**src/rtl/amas_pkg.sv**
```systemverilog
// Notes on behaviour
// per-channel mode code 00 power, 01 sense voltage, 10 bus voltage
// all mode bits reset to zero, every channel starts in power mode
// mode code 11 is reserved and reads back as zero
// channel 1 mode in bits 7:6, ch2 5:4, ch3 3:2, ch4 1:0
// a read of the cause register arms a clear at next conversion end
// a flag whose condition still holds at conversion end stays set
// cause register value updates directly, no refresh needed
// all threshold alerts disabled after reset until software enables them
// overcurrent flags in bits 23:20, undercurrent in bits 19:16
// overvoltage flags in bits 15:12, undervoltage in bits 11:8
// overpower flags in bits 7:4
// bit 3 set when any channel accumulator overflows or passes its limit
// bit 2 set when the sample count overflows or passes its limit
// bits 1:0 of the cause register always read zero
// a read returns a coherent snapshot; flags set during the read persist
package amas_pkg;
    localparam int NUM_CH = 4;
    localparam int MODE_W = 2;
    localparam int CAUSE_W = 24;
    localparam int ADDR_W = 12;

    localparam logic [11:0] MODE_OFFSET = 12'h025;
    localparam logic [11:0] CAUSE_OFFSET = 12'h026;
    localparam logic [11:0] ENABLE_OFFSET = 12'h028;
    localparam logic [11:0] IRQ_STATUS_OFFSET = 12'h02c;
    localparam logic [11:0] IRQ_MASK_OFFSET = 12'h030;
    // printed offsets of the two documented registers are word indices, not byte addresses
    localparam logic [11:0] MODE_ADDR = {MODE_OFFSET[9:0], 2'b00};
    localparam logic [11:0] CAUSE_ADDR = {CAUSE_OFFSET[9:0], 2'b00};

    localparam logic [1:0] MODE_POWER = 2'h0;
    localparam logic [1:0] MODE_SENSE = 2'h1;
    localparam logic [1:0] MODE_BUS = 2'h2;
    localparam logic [1:0] MODE_RSVD = 2'h3;

    localparam int OC_LSB = 20;
    localparam int UC_LSB = 16;
    localparam int OV_LSB = 12;
    localparam int UV_LSB = 8;
    localparam int OP_LSB = 4;
    localparam int ACC_FULL_BIT = 3;
    localparam int CNT_FULL_BIT = 2;

    localparam logic [23:0] CAUSE_RESET = 24'h000000;
    localparam logic [23:0] CAUSE_IMPL_MASK = 24'hfffffc;
    localparam logic [7:0] MODE_RESET = 8'h00;
    localparam logic [1:0] IRQ_RESET = 2'h0;
    localparam int IRQ_W = 2;
    localparam int IRQ_TRIP_BIT = 0;
    localparam int IRQ_CONV_BIT = 1;

    typedef enum logic [1:0] {
        AMAS_SRC_POWER,
        AMAS_SRC_SENSE,
        AMAS_SRC_BUS
    } amas_src_e;

    typedef struct packed {
        logic [NUM_CH-1:0] overCurrent;
        logic [NUM_CH-1:0] underCurrent;
        logic [NUM_CH-1:0] overVoltage;
        logic [NUM_CH-1:0] underVoltage;
        logic [NUM_CH-1:0] overPower;
        logic              accumFull;
        logic              sampleCountFull;
    } amas_cond_s;
endpackage : amas_pkg

```
**src/rtl/amas_regbank.sv**
```systemverilog
// Local design decision: the APB register port.
`timescale 1ns/10ps
module amas_regbank (
    input  wire logic                                    ref_clk,
    input  wire logic                                    srst,
    input  wire logic                                    clkEn,
    input  wire logic                                    psel,
    input  wire logic                                    penable,
    input  wire logic                                    pwrite,
    input  wire logic [amas_pkg::ADDR_W-1:0]             paddr,
    input  wire logic [31:0]                             pwdata,
    input  wire logic [3:0]                              pstrb,
    output logic      [31:0]                             prdata,
    output logic                                         pready,
    output logic                                         pslverr,
    input  wire amas_pkg::amas_cond_s                    conditions,
    input  wire logic                                    convDone,
    output amas_pkg::amas_src_e [amas_pkg::NUM_CH-1:0]   accumSource,
    output logic                                         irq
);
    localparam int FW = amas_pkg::CAUSE_W - amas_pkg::CNT_FULL_BIT;

    logic [7:0]                    modeReg;
    logic [7:0]                    modeNext;
    logic [amas_pkg::CAUSE_W-1:0]  enableReg;
    logic [amas_pkg::CAUSE_W-1:0]  enableNext;
    logic [amas_pkg::IRQ_W-1:0]    irqStatusReg;
    logic [amas_pkg::IRQ_W-1:0]    irqStatusNext;
    logic [amas_pkg::IRQ_W-1:0]    irqMaskReg;
    logic [amas_pkg::IRQ_W-1:0]    irqMaskNext;
    logic [amas_pkg::CAUSE_W-1:0]  condVec;
    logic [amas_pkg::CAUSE_W-1:0]  causeVec;
    logic [FW-1:0]                 flagBits;
    logic [FW-1:0]                 newSet;
    logic [7:0]                    modeRead;
    logic                          access;
    logic                          wrEn;
    logic                          rdEn;
    logic                          causeRead;
    logic                          mapped;
    logic [31:0]                   wmask;

    // field layout of the cause word
    assign condVec[amas_pkg::OC_LSB +: amas_pkg::NUM_CH] = conditions.overCurrent;
    assign condVec[amas_pkg::UC_LSB +: amas_pkg::NUM_CH] = conditions.underCurrent;
    assign condVec[amas_pkg::OV_LSB +: amas_pkg::NUM_CH] = conditions.overVoltage;
    assign condVec[amas_pkg::UV_LSB +: amas_pkg::NUM_CH] = conditions.underVoltage;
    assign condVec[amas_pkg::OP_LSB +: amas_pkg::NUM_CH] = conditions.overPower;
    assign condVec[amas_pkg::ACC_FULL_BIT] = conditions.accumFull;
    assign condVec[amas_pkg::CNT_FULL_BIT] = conditions.sampleCountFull;
    assign condVec[amas_pkg::CNT_FULL_BIT-1:0] = '0;

    // APB: zero wait states, single-cycle access phase
    assign access = psel & penable & clkEn;
    assign wrEn = access & pwrite;
    assign rdEn = access & ~pwrite;
    assign pready = 1'b1;
    assign causeRead = rdEn && (paddr == amas_pkg::CAUSE_ADDR);
    assign wmask = {{8{pstrb[3]}}, {8{pstrb[2]}}, {8{pstrb[1]}}, {8{pstrb[0]}}};

    always_comb begin
        unique case (paddr)
            amas_pkg::MODE_ADDR,
            amas_pkg::CAUSE_ADDR,
            amas_pkg::ENABLE_OFFSET,
            amas_pkg::IRQ_STATUS_OFFSET,
            amas_pkg::IRQ_MASK_OFFSET: mapped = 1'b1;
            default:                   mapped = 1'b0;
        endcase
    end
    assign pslverr = psel & penable & ~mapped;

    amas_cause_flags #(
        .WIDTH(FW)
    ) u_flags (
        .ref_clk    (ref_clk),
        .srst       (srst),
        .clkEn      (clkEn),
        .condition  (condVec[amas_pkg::CAUSE_W-1:amas_pkg::CNT_FULL_BIT]),
        .enable     (enableReg[amas_pkg::CAUSE_W-1:amas_pkg::CNT_FULL_BIT]),
        .readStrobe (causeRead),
        .convDone   (convDone),
        .flags      (flagBits),
        .newSet     (newSet),
        .clearArmed ()
    );
    assign causeVec = {flagBits, {amas_pkg::CNT_FULL_BIT{1'b0}}};

    // reserved code reads as zero, decode per channel
    genvar ch;
    generate
        for (ch = 0; ch < amas_pkg::NUM_CH; ch++) begin : g_ch
            localparam int LSB = (amas_pkg::NUM_CH - 1 - ch) * amas_pkg::MODE_W;
            logic [1:0] code;
            assign code = modeReg[LSB +: amas_pkg::MODE_W];
            assign modeRead[LSB +: amas_pkg::MODE_W] =
                (code == amas_pkg::MODE_RSVD) ? amas_pkg::MODE_POWER : code;
            always_comb begin
                unique case (code)
                    amas_pkg::MODE_SENSE: accumSource[ch] = amas_pkg::AMAS_SRC_SENSE;
                    amas_pkg::MODE_BUS:   accumSource[ch] = amas_pkg::AMAS_SRC_BUS;
                    default:              accumSource[ch] = amas_pkg::AMAS_SRC_POWER;
                endcase
            end
        end
    endgenerate

    always_comb begin
        modeNext = modeReg;
        enableNext = enableReg;
        irqMaskNext = irqMaskReg;
        irqStatusNext = irqStatusReg;
        if (wrEn) begin
            unique case (paddr)
                amas_pkg::MODE_ADDR: begin
                    modeNext = (modeReg & ~wmask[7:0]) | (pwdata[7:0] & wmask[7:0]);
                end
                amas_pkg::ENABLE_OFFSET: begin
                    enableNext = ((enableReg & ~wmask[23:0]) | (pwdata[23:0] & wmask[23:0]))
                                 & amas_pkg::CAUSE_IMPL_MASK;
                end
                amas_pkg::IRQ_MASK_OFFSET: begin
                    irqMaskNext = pstrb[0] ? pwdata[amas_pkg::IRQ_W-1:0] : irqMaskReg;
                end
                amas_pkg::IRQ_STATUS_OFFSET: begin
                    if (pstrb[0]) begin
                        irqStatusNext = irqStatusReg & ~pwdata[amas_pkg::IRQ_W-1:0];
                    end
                end
                default: begin
                end
            endcase
        end
        // set wins over a simultaneous write-one clear
        if (|newSet) begin
            irqStatusNext[amas_pkg::IRQ_TRIP_BIT] = 1'b1;
        end
        if (convDone) begin
            irqStatusNext[amas_pkg::IRQ_CONV_BIT] = 1'b1;
        end
    end

    always_ff @(posedge ref_clk) begin
        if (srst) begin
            modeReg <= amas_pkg::MODE_RESET;
            enableReg <= amas_pkg::CAUSE_RESET;
            irqStatusReg <= amas_pkg::IRQ_RESET;
            irqMaskReg <= amas_pkg::IRQ_RESET;
        end else if (clkEn) begin
            modeReg <= modeNext;
            enableReg <= enableNext;
            irqStatusReg <= irqStatusNext;
            irqMaskReg <= irqMaskNext;
        end
    end

    // read data is a mux of flops, not a register: with zero wait states a registered
    // copy would be one cycle stale, and the flag flops already give one coherent snapshot
    always_comb begin
        unique case (paddr)
            amas_pkg::MODE_ADDR:         prdata = {24'h000000, modeRead};
            amas_pkg::CAUSE_ADDR:        prdata = {8'h00, causeVec};
            amas_pkg::ENABLE_OFFSET:     prdata = {8'h00, enableReg};
            amas_pkg::IRQ_STATUS_OFFSET: prdata = {30'h00000000, irqStatusReg};
            amas_pkg::IRQ_MASK_OFFSET:   prdata = {30'h00000000, irqMaskReg};
            default:                     prdata = 32'h00000000;
        endcase
    end

    assign irq = |(irqStatusReg & irqMaskReg);
endmodule : amas_regbank

```
**src/rtl/amas_cause_flags.sv**
```systemverilog
`timescale 1ns/10ps
module amas_cause_flags #(
    parameter int WIDTH = 22
) (
    input  wire logic             ref_clk,
    input  wire logic             srst,
    input  wire logic             clkEn,
    input  wire logic [WIDTH-1:0] condition,
    input  wire logic [WIDTH-1:0] enable,
    input  wire logic             readStrobe,
    input  wire logic             convDone,
    output logic      [WIDTH-1:0] flags,
    output logic      [WIDTH-1:0] newSet,
    output logic                  clearArmed
);
    logic [WIDTH-1:0] flags_reg;
    logic [WIDTH-1:0] flags_next;
    logic             armed_reg;
    logic             armed_next;
    logic [WIDTH-1:0] hit;

    always_comb begin
        hit = condition & enable;
        newSet = hit & ~flags_reg;
        armed_next = armed_reg;
        flags_next = flags_reg | hit;
        if (convDone && armed_reg) begin
            // clear, but any enabled condition still active keeps its flag
            flags_next = hit;
            armed_next = 1'b0;
        end
        // a read in the same cycle as conversion end arms the next cycle
        if (readStrobe) begin
            armed_next = 1'b1;
        end
    end

    always_ff @(posedge ref_clk) begin
        if (srst) begin
            flags_reg <= '0;
            armed_reg <= 1'b0;
        end else if (clkEn) begin
            flags_reg <= flags_next;
            armed_reg <= armed_next;
        end
    end

    assign flags = flags_reg;
    assign clearArmed = armed_reg;
endmodule : amas_cause_flags

```
**config.mk**
```make
export PLATFORM = sky130hd
export DESIGN_NAME = amas_regbank
export DESIGN_NICKNAME = d
export VERILOG_FILES = /design/src/rtl/amas_pkg.sv /design/src/rtl/amas_regbank.sv /design/src/rtl/amas_cause_flags.sv
export SDC_FILE = /design/constraint.sdc
export NUM_CORES = 1
export LEC_CHECK = 0
export BUFFER_PORTS_ARGS = -buffer_cell sky130_fd_sc_hd__buf_4
export CAP_MARGIN = 0
export CORE_MARGIN = 8
export CORE_UTILIZATION = 51
export CTS_BUF_LIST = sky130_fd_sc_hd__clkbuf_8
export DETAILED_ROUTE_END_ITERATION = 6
export PLACE_DENSITY = 0.83
export SLEW_MARGIN = 5
export SYNTH_ARGS = -nofsm -noshare
export SYNTH_HDL_FRONTEND = slang
export SYNTH_HIERARCHICAL = 1
export SYNTH_SLANG_ARGS = --single-unit
```
**constraint.sdc**
```tcl
create_clock -name ref_clk -period 2.01 [get_ports ref_clk]
set_input_delay 0.1005 -clock ref_clk [delete_from_list [all_inputs] [get_ports ref_clk]]
set_output_delay 0.1005 -clock ref_clk [all_outputs]
set_load 0.05 [all_outputs]
```
==> impl_metrics.json <==
{
  "clk_pin_slew_ns": 0.06,
  "cts-resized-gates": 0,
  "worstPathRequired_ns": 1.91,
  "num_rows": 28,
  "status": "finished, final reports clean",
  "ys.warnings.count": 6,
  "tns_ns": 0,
  "routed_wire_length_per_instance_um": 17.2,
  "insertedDiodeCount": 0,
  "multiInputGateArea_um2": 1770,
  "drtAntennaViolNets": 0,
  "setup.worst_path.end_class": "output pin",
  "worstSkewPairLatency_ns": 0.33,
  "synthesized_cell_area_um2": 3090,
  "clock-root-buffer": "clkbuf_8",
  "layout_worst_path_cycle_share_pct": 97.0,
  "post_cts_hold_buffer_count": 0,
  "dieArea_um2": 8800,
  "finalWorstPathRequiredPeriod_ns": 1.95,
  "most_common_cell_after_layout_fill_and_taps_aside": "buf_4",
  "critPathMaxFanout": 24,
  "placement.io_buffers": 101,
  "drt_first_iter_violations": 139,
  "areaGrowthSynthToFinish_pct": 32.8,
  "grt_max_degree": 36,
  "final_max_slew_viol_count": 0,
  "netlist-cell-type-count": 42,
  "p_per_area_nw_per_um2": 610,
  "dominantRegCellSynth": "dfxtp_1",
  "timing.hold.worst.class": "in2reg",
  "cp_cell_sequence": "buf_4, or4_1, nor2_1, and4_1, buf_12, a22o_1, buf_4",
  "track_usage_pct": 20.2,
  "path_class": "in2out",
  "post_drt_via_cell_ratio": 5.75,
  "antenna_found_initial": 0,
  "die_width_um": 93.8,
  "worst_setup_path_start_kind": "primary input",
  "tightest_slew_ns": 1.20,
  "netlist_instances": 343,
  "max_incr_delay_on_cp_ns": 0.67,
  "synth_sequential_area_ratio_pct": 37.0,
  "chipHeight_um": 93.8,
  "pre_cts_slack_ns": 0.0189,
  "max_clock_skew_ns": 0.00984,
  "synth_area_per_cell_um2": 9.00,
  "final_critical_path_setup_slack_ns": 0.0600,
  "max_cap_viol_count": 0,
  "timing.critical_path.arrival_ns": 1.85,
  "ir_worst_vdd_mv": 0.514,
  "detail_route.wirelength_um": 8970,
  "post_cts.repair.setup_buffers": 0,
  "clk_path_buf_depth": 2,
  "finalSetupViolations": 0,
  "overflow": 0,
  "h-tree-depth": 3,
  "final.fill_count": 494,
  "final_cell_mix": "buf_4 (109), dfxtp_1 (57), nand2b_1 (34)",
  "synth_async_sr_flop_share_pct": 0,
  "hold_viol": 0,
  "static-leakage-power_nw": 1.76,
  "critical-path-slowest-cell": "or4_1",
  "wire_length_of_the_first_global_routing_pass_um": 14400,
  "ys_seq_elements": 57,
  "final_layout_size_suffix_gt1_share_pct": 33.5,
  "grt_setup_unrepaired": "false",
  "design.final.nets": 518,
  "cpMostUsedCell": "buf_4",
  "coreArea_um2": 5890,
  "fmax_ghz": 0.513,
  "cts_tree": "yes",
  "route.detailed.drc": 0,
  "drt_pre_antenna_iters": 4,
  "cts_num_sinks": 57,
  "synth_edf_count": 0,
  "number_of_vias_in_the_routed_layout": 2991,
  "max_slew_margin_pct": 20.0,
  "initial_core_util_pct": 52.5,
  "ff_latch_area_um2": 1140,
  "routabilityCongestion": 0.784,
  "grt_pass1_vias": 3083,
  "detailed_place_hpwl_um": 6740,
  "cts_buffers": 9,
  "io-pin-count": 120
}
-- per-layer routing --
metal / share of wire, % / track usage (%) / vias to the layer above
li1: - / - / 1445
met1: 41 / 22.7 / 1434
met2: 50 / 34.5 / 103
met3: 7.9 / 6.71 / 9
met4: 1.1 / 7.66 / 0
met5: 0 / 0 / -
-- worst paths after layout --
path | startpoint | to | slack [ns] | cells after the start
max reg2reg | u_flags/clearArmed$_SDFFE_PP0P_ | u_flags/flags[15]$_SDFFE_PP0P_ | 0.43 | 2
max | paddr[1] | prdata[19] | 0.06 | 7
min | conditions[20] | u_flags/flags[20]$_SDFFE_PP0P_ | 0.03 | 2
min reg2reg | u_flags/flags[18]$_SDFFE_PP0P_ | u_flags/flags[18]$_SDFFE_PP0P_ | 0.50 | 1
-- critical path: cells and delay by family --
kind,cells,cell delay [ns]
AND/OR/NAND/NOR,3,1.05
buffers and inverters,3,0.50
AO/OA/AOI/OAI,1,0.19
-- synth_stat cells (2+ instances only) --
library cell  instances  area share (%)
a21oi_1               2            0.32
a221o_1               8             2.6
a22o_1               17             4.8
a32o_1               15             4.9
a32o_2                7             2.6
and2_1                4            0.81
and3_1                3            0.61
and3b_1               2            0.57
buf_2                 6            0.97
buf_4                11             2.7
buf_6                 5             1.8
clkbuf_1             10             1.2
conb_1                2            0.24
dfxtp_1              57              37
inv_1                 2            0.24
mux2i_1               8             2.6
nand2_1              25             3.0
nand2b_1             34             6.9
nand4_1               3            0.61
nand4b_1             16             4.5
nor2_1               23             2.8
nor2b_1              25             5.1
nor3_1                2            0.32
nor4_1                7             1.4
o21ai_0              16             2.6
o21ai_1               8             1.3
o21ai_2               8             2.3
or4_1                 3            0.73
-- power breakdown --
group | switching (W) | internal [W]
sequential | 0.00000137 | 0.00113
clock | 0.000434 | 0.000699
combinational | 0.000125 | 0.000112
-- layout make-up --
class	instances	area share, %
well taps	75	2.29
clock buffers	13	4.36
inverters	2	0.183
repair buffers	112	21.4
flip-flops and latches	57	27.8
clock inverters	2	0.854
multi-input cells	259	43.1
-- logic make-up (layout without fill, tap and decap cells) --
kind of cell / count (synthesis) / count (layout) / synth area share [%]
AO/OA/AOI/OAI: 87 / 87 / 23.1
buffers and inverters: 34 / 129 / 6.93
flip-flops: 57 / 57 / 37.0
multiplexers: 8 / 8 / 2.59
other: 2 / 9 / 0.243
AND/OR/NAND/NOR: 155 / 155 / 30.2
-- through the flow --
| step | instances | utilization [%] | total power [W] | hold WS [ns] | area (um2) |
|---|---|---|---|---|---|
| floorplan | 350 | - | 0.00128 | 0.170 | 3120 |
| global placement | 505 | 66.0 | 0.00139 | 0.355 | 3890 |
| detailed placement | 505 | 66.0 | 0.00139 | 0.361 | 3890 |
| CTS | 520 | 69.7 | 0.00252 | 0.0146 | 4100 |
| global route | 520 | 69.7 | 0.00259 | 0.0202 | 4100 |
| finish | 520 | 69.7 | 0.00250 | 0.0296 | 4100 |
Power figures use the tool's default switching activity.
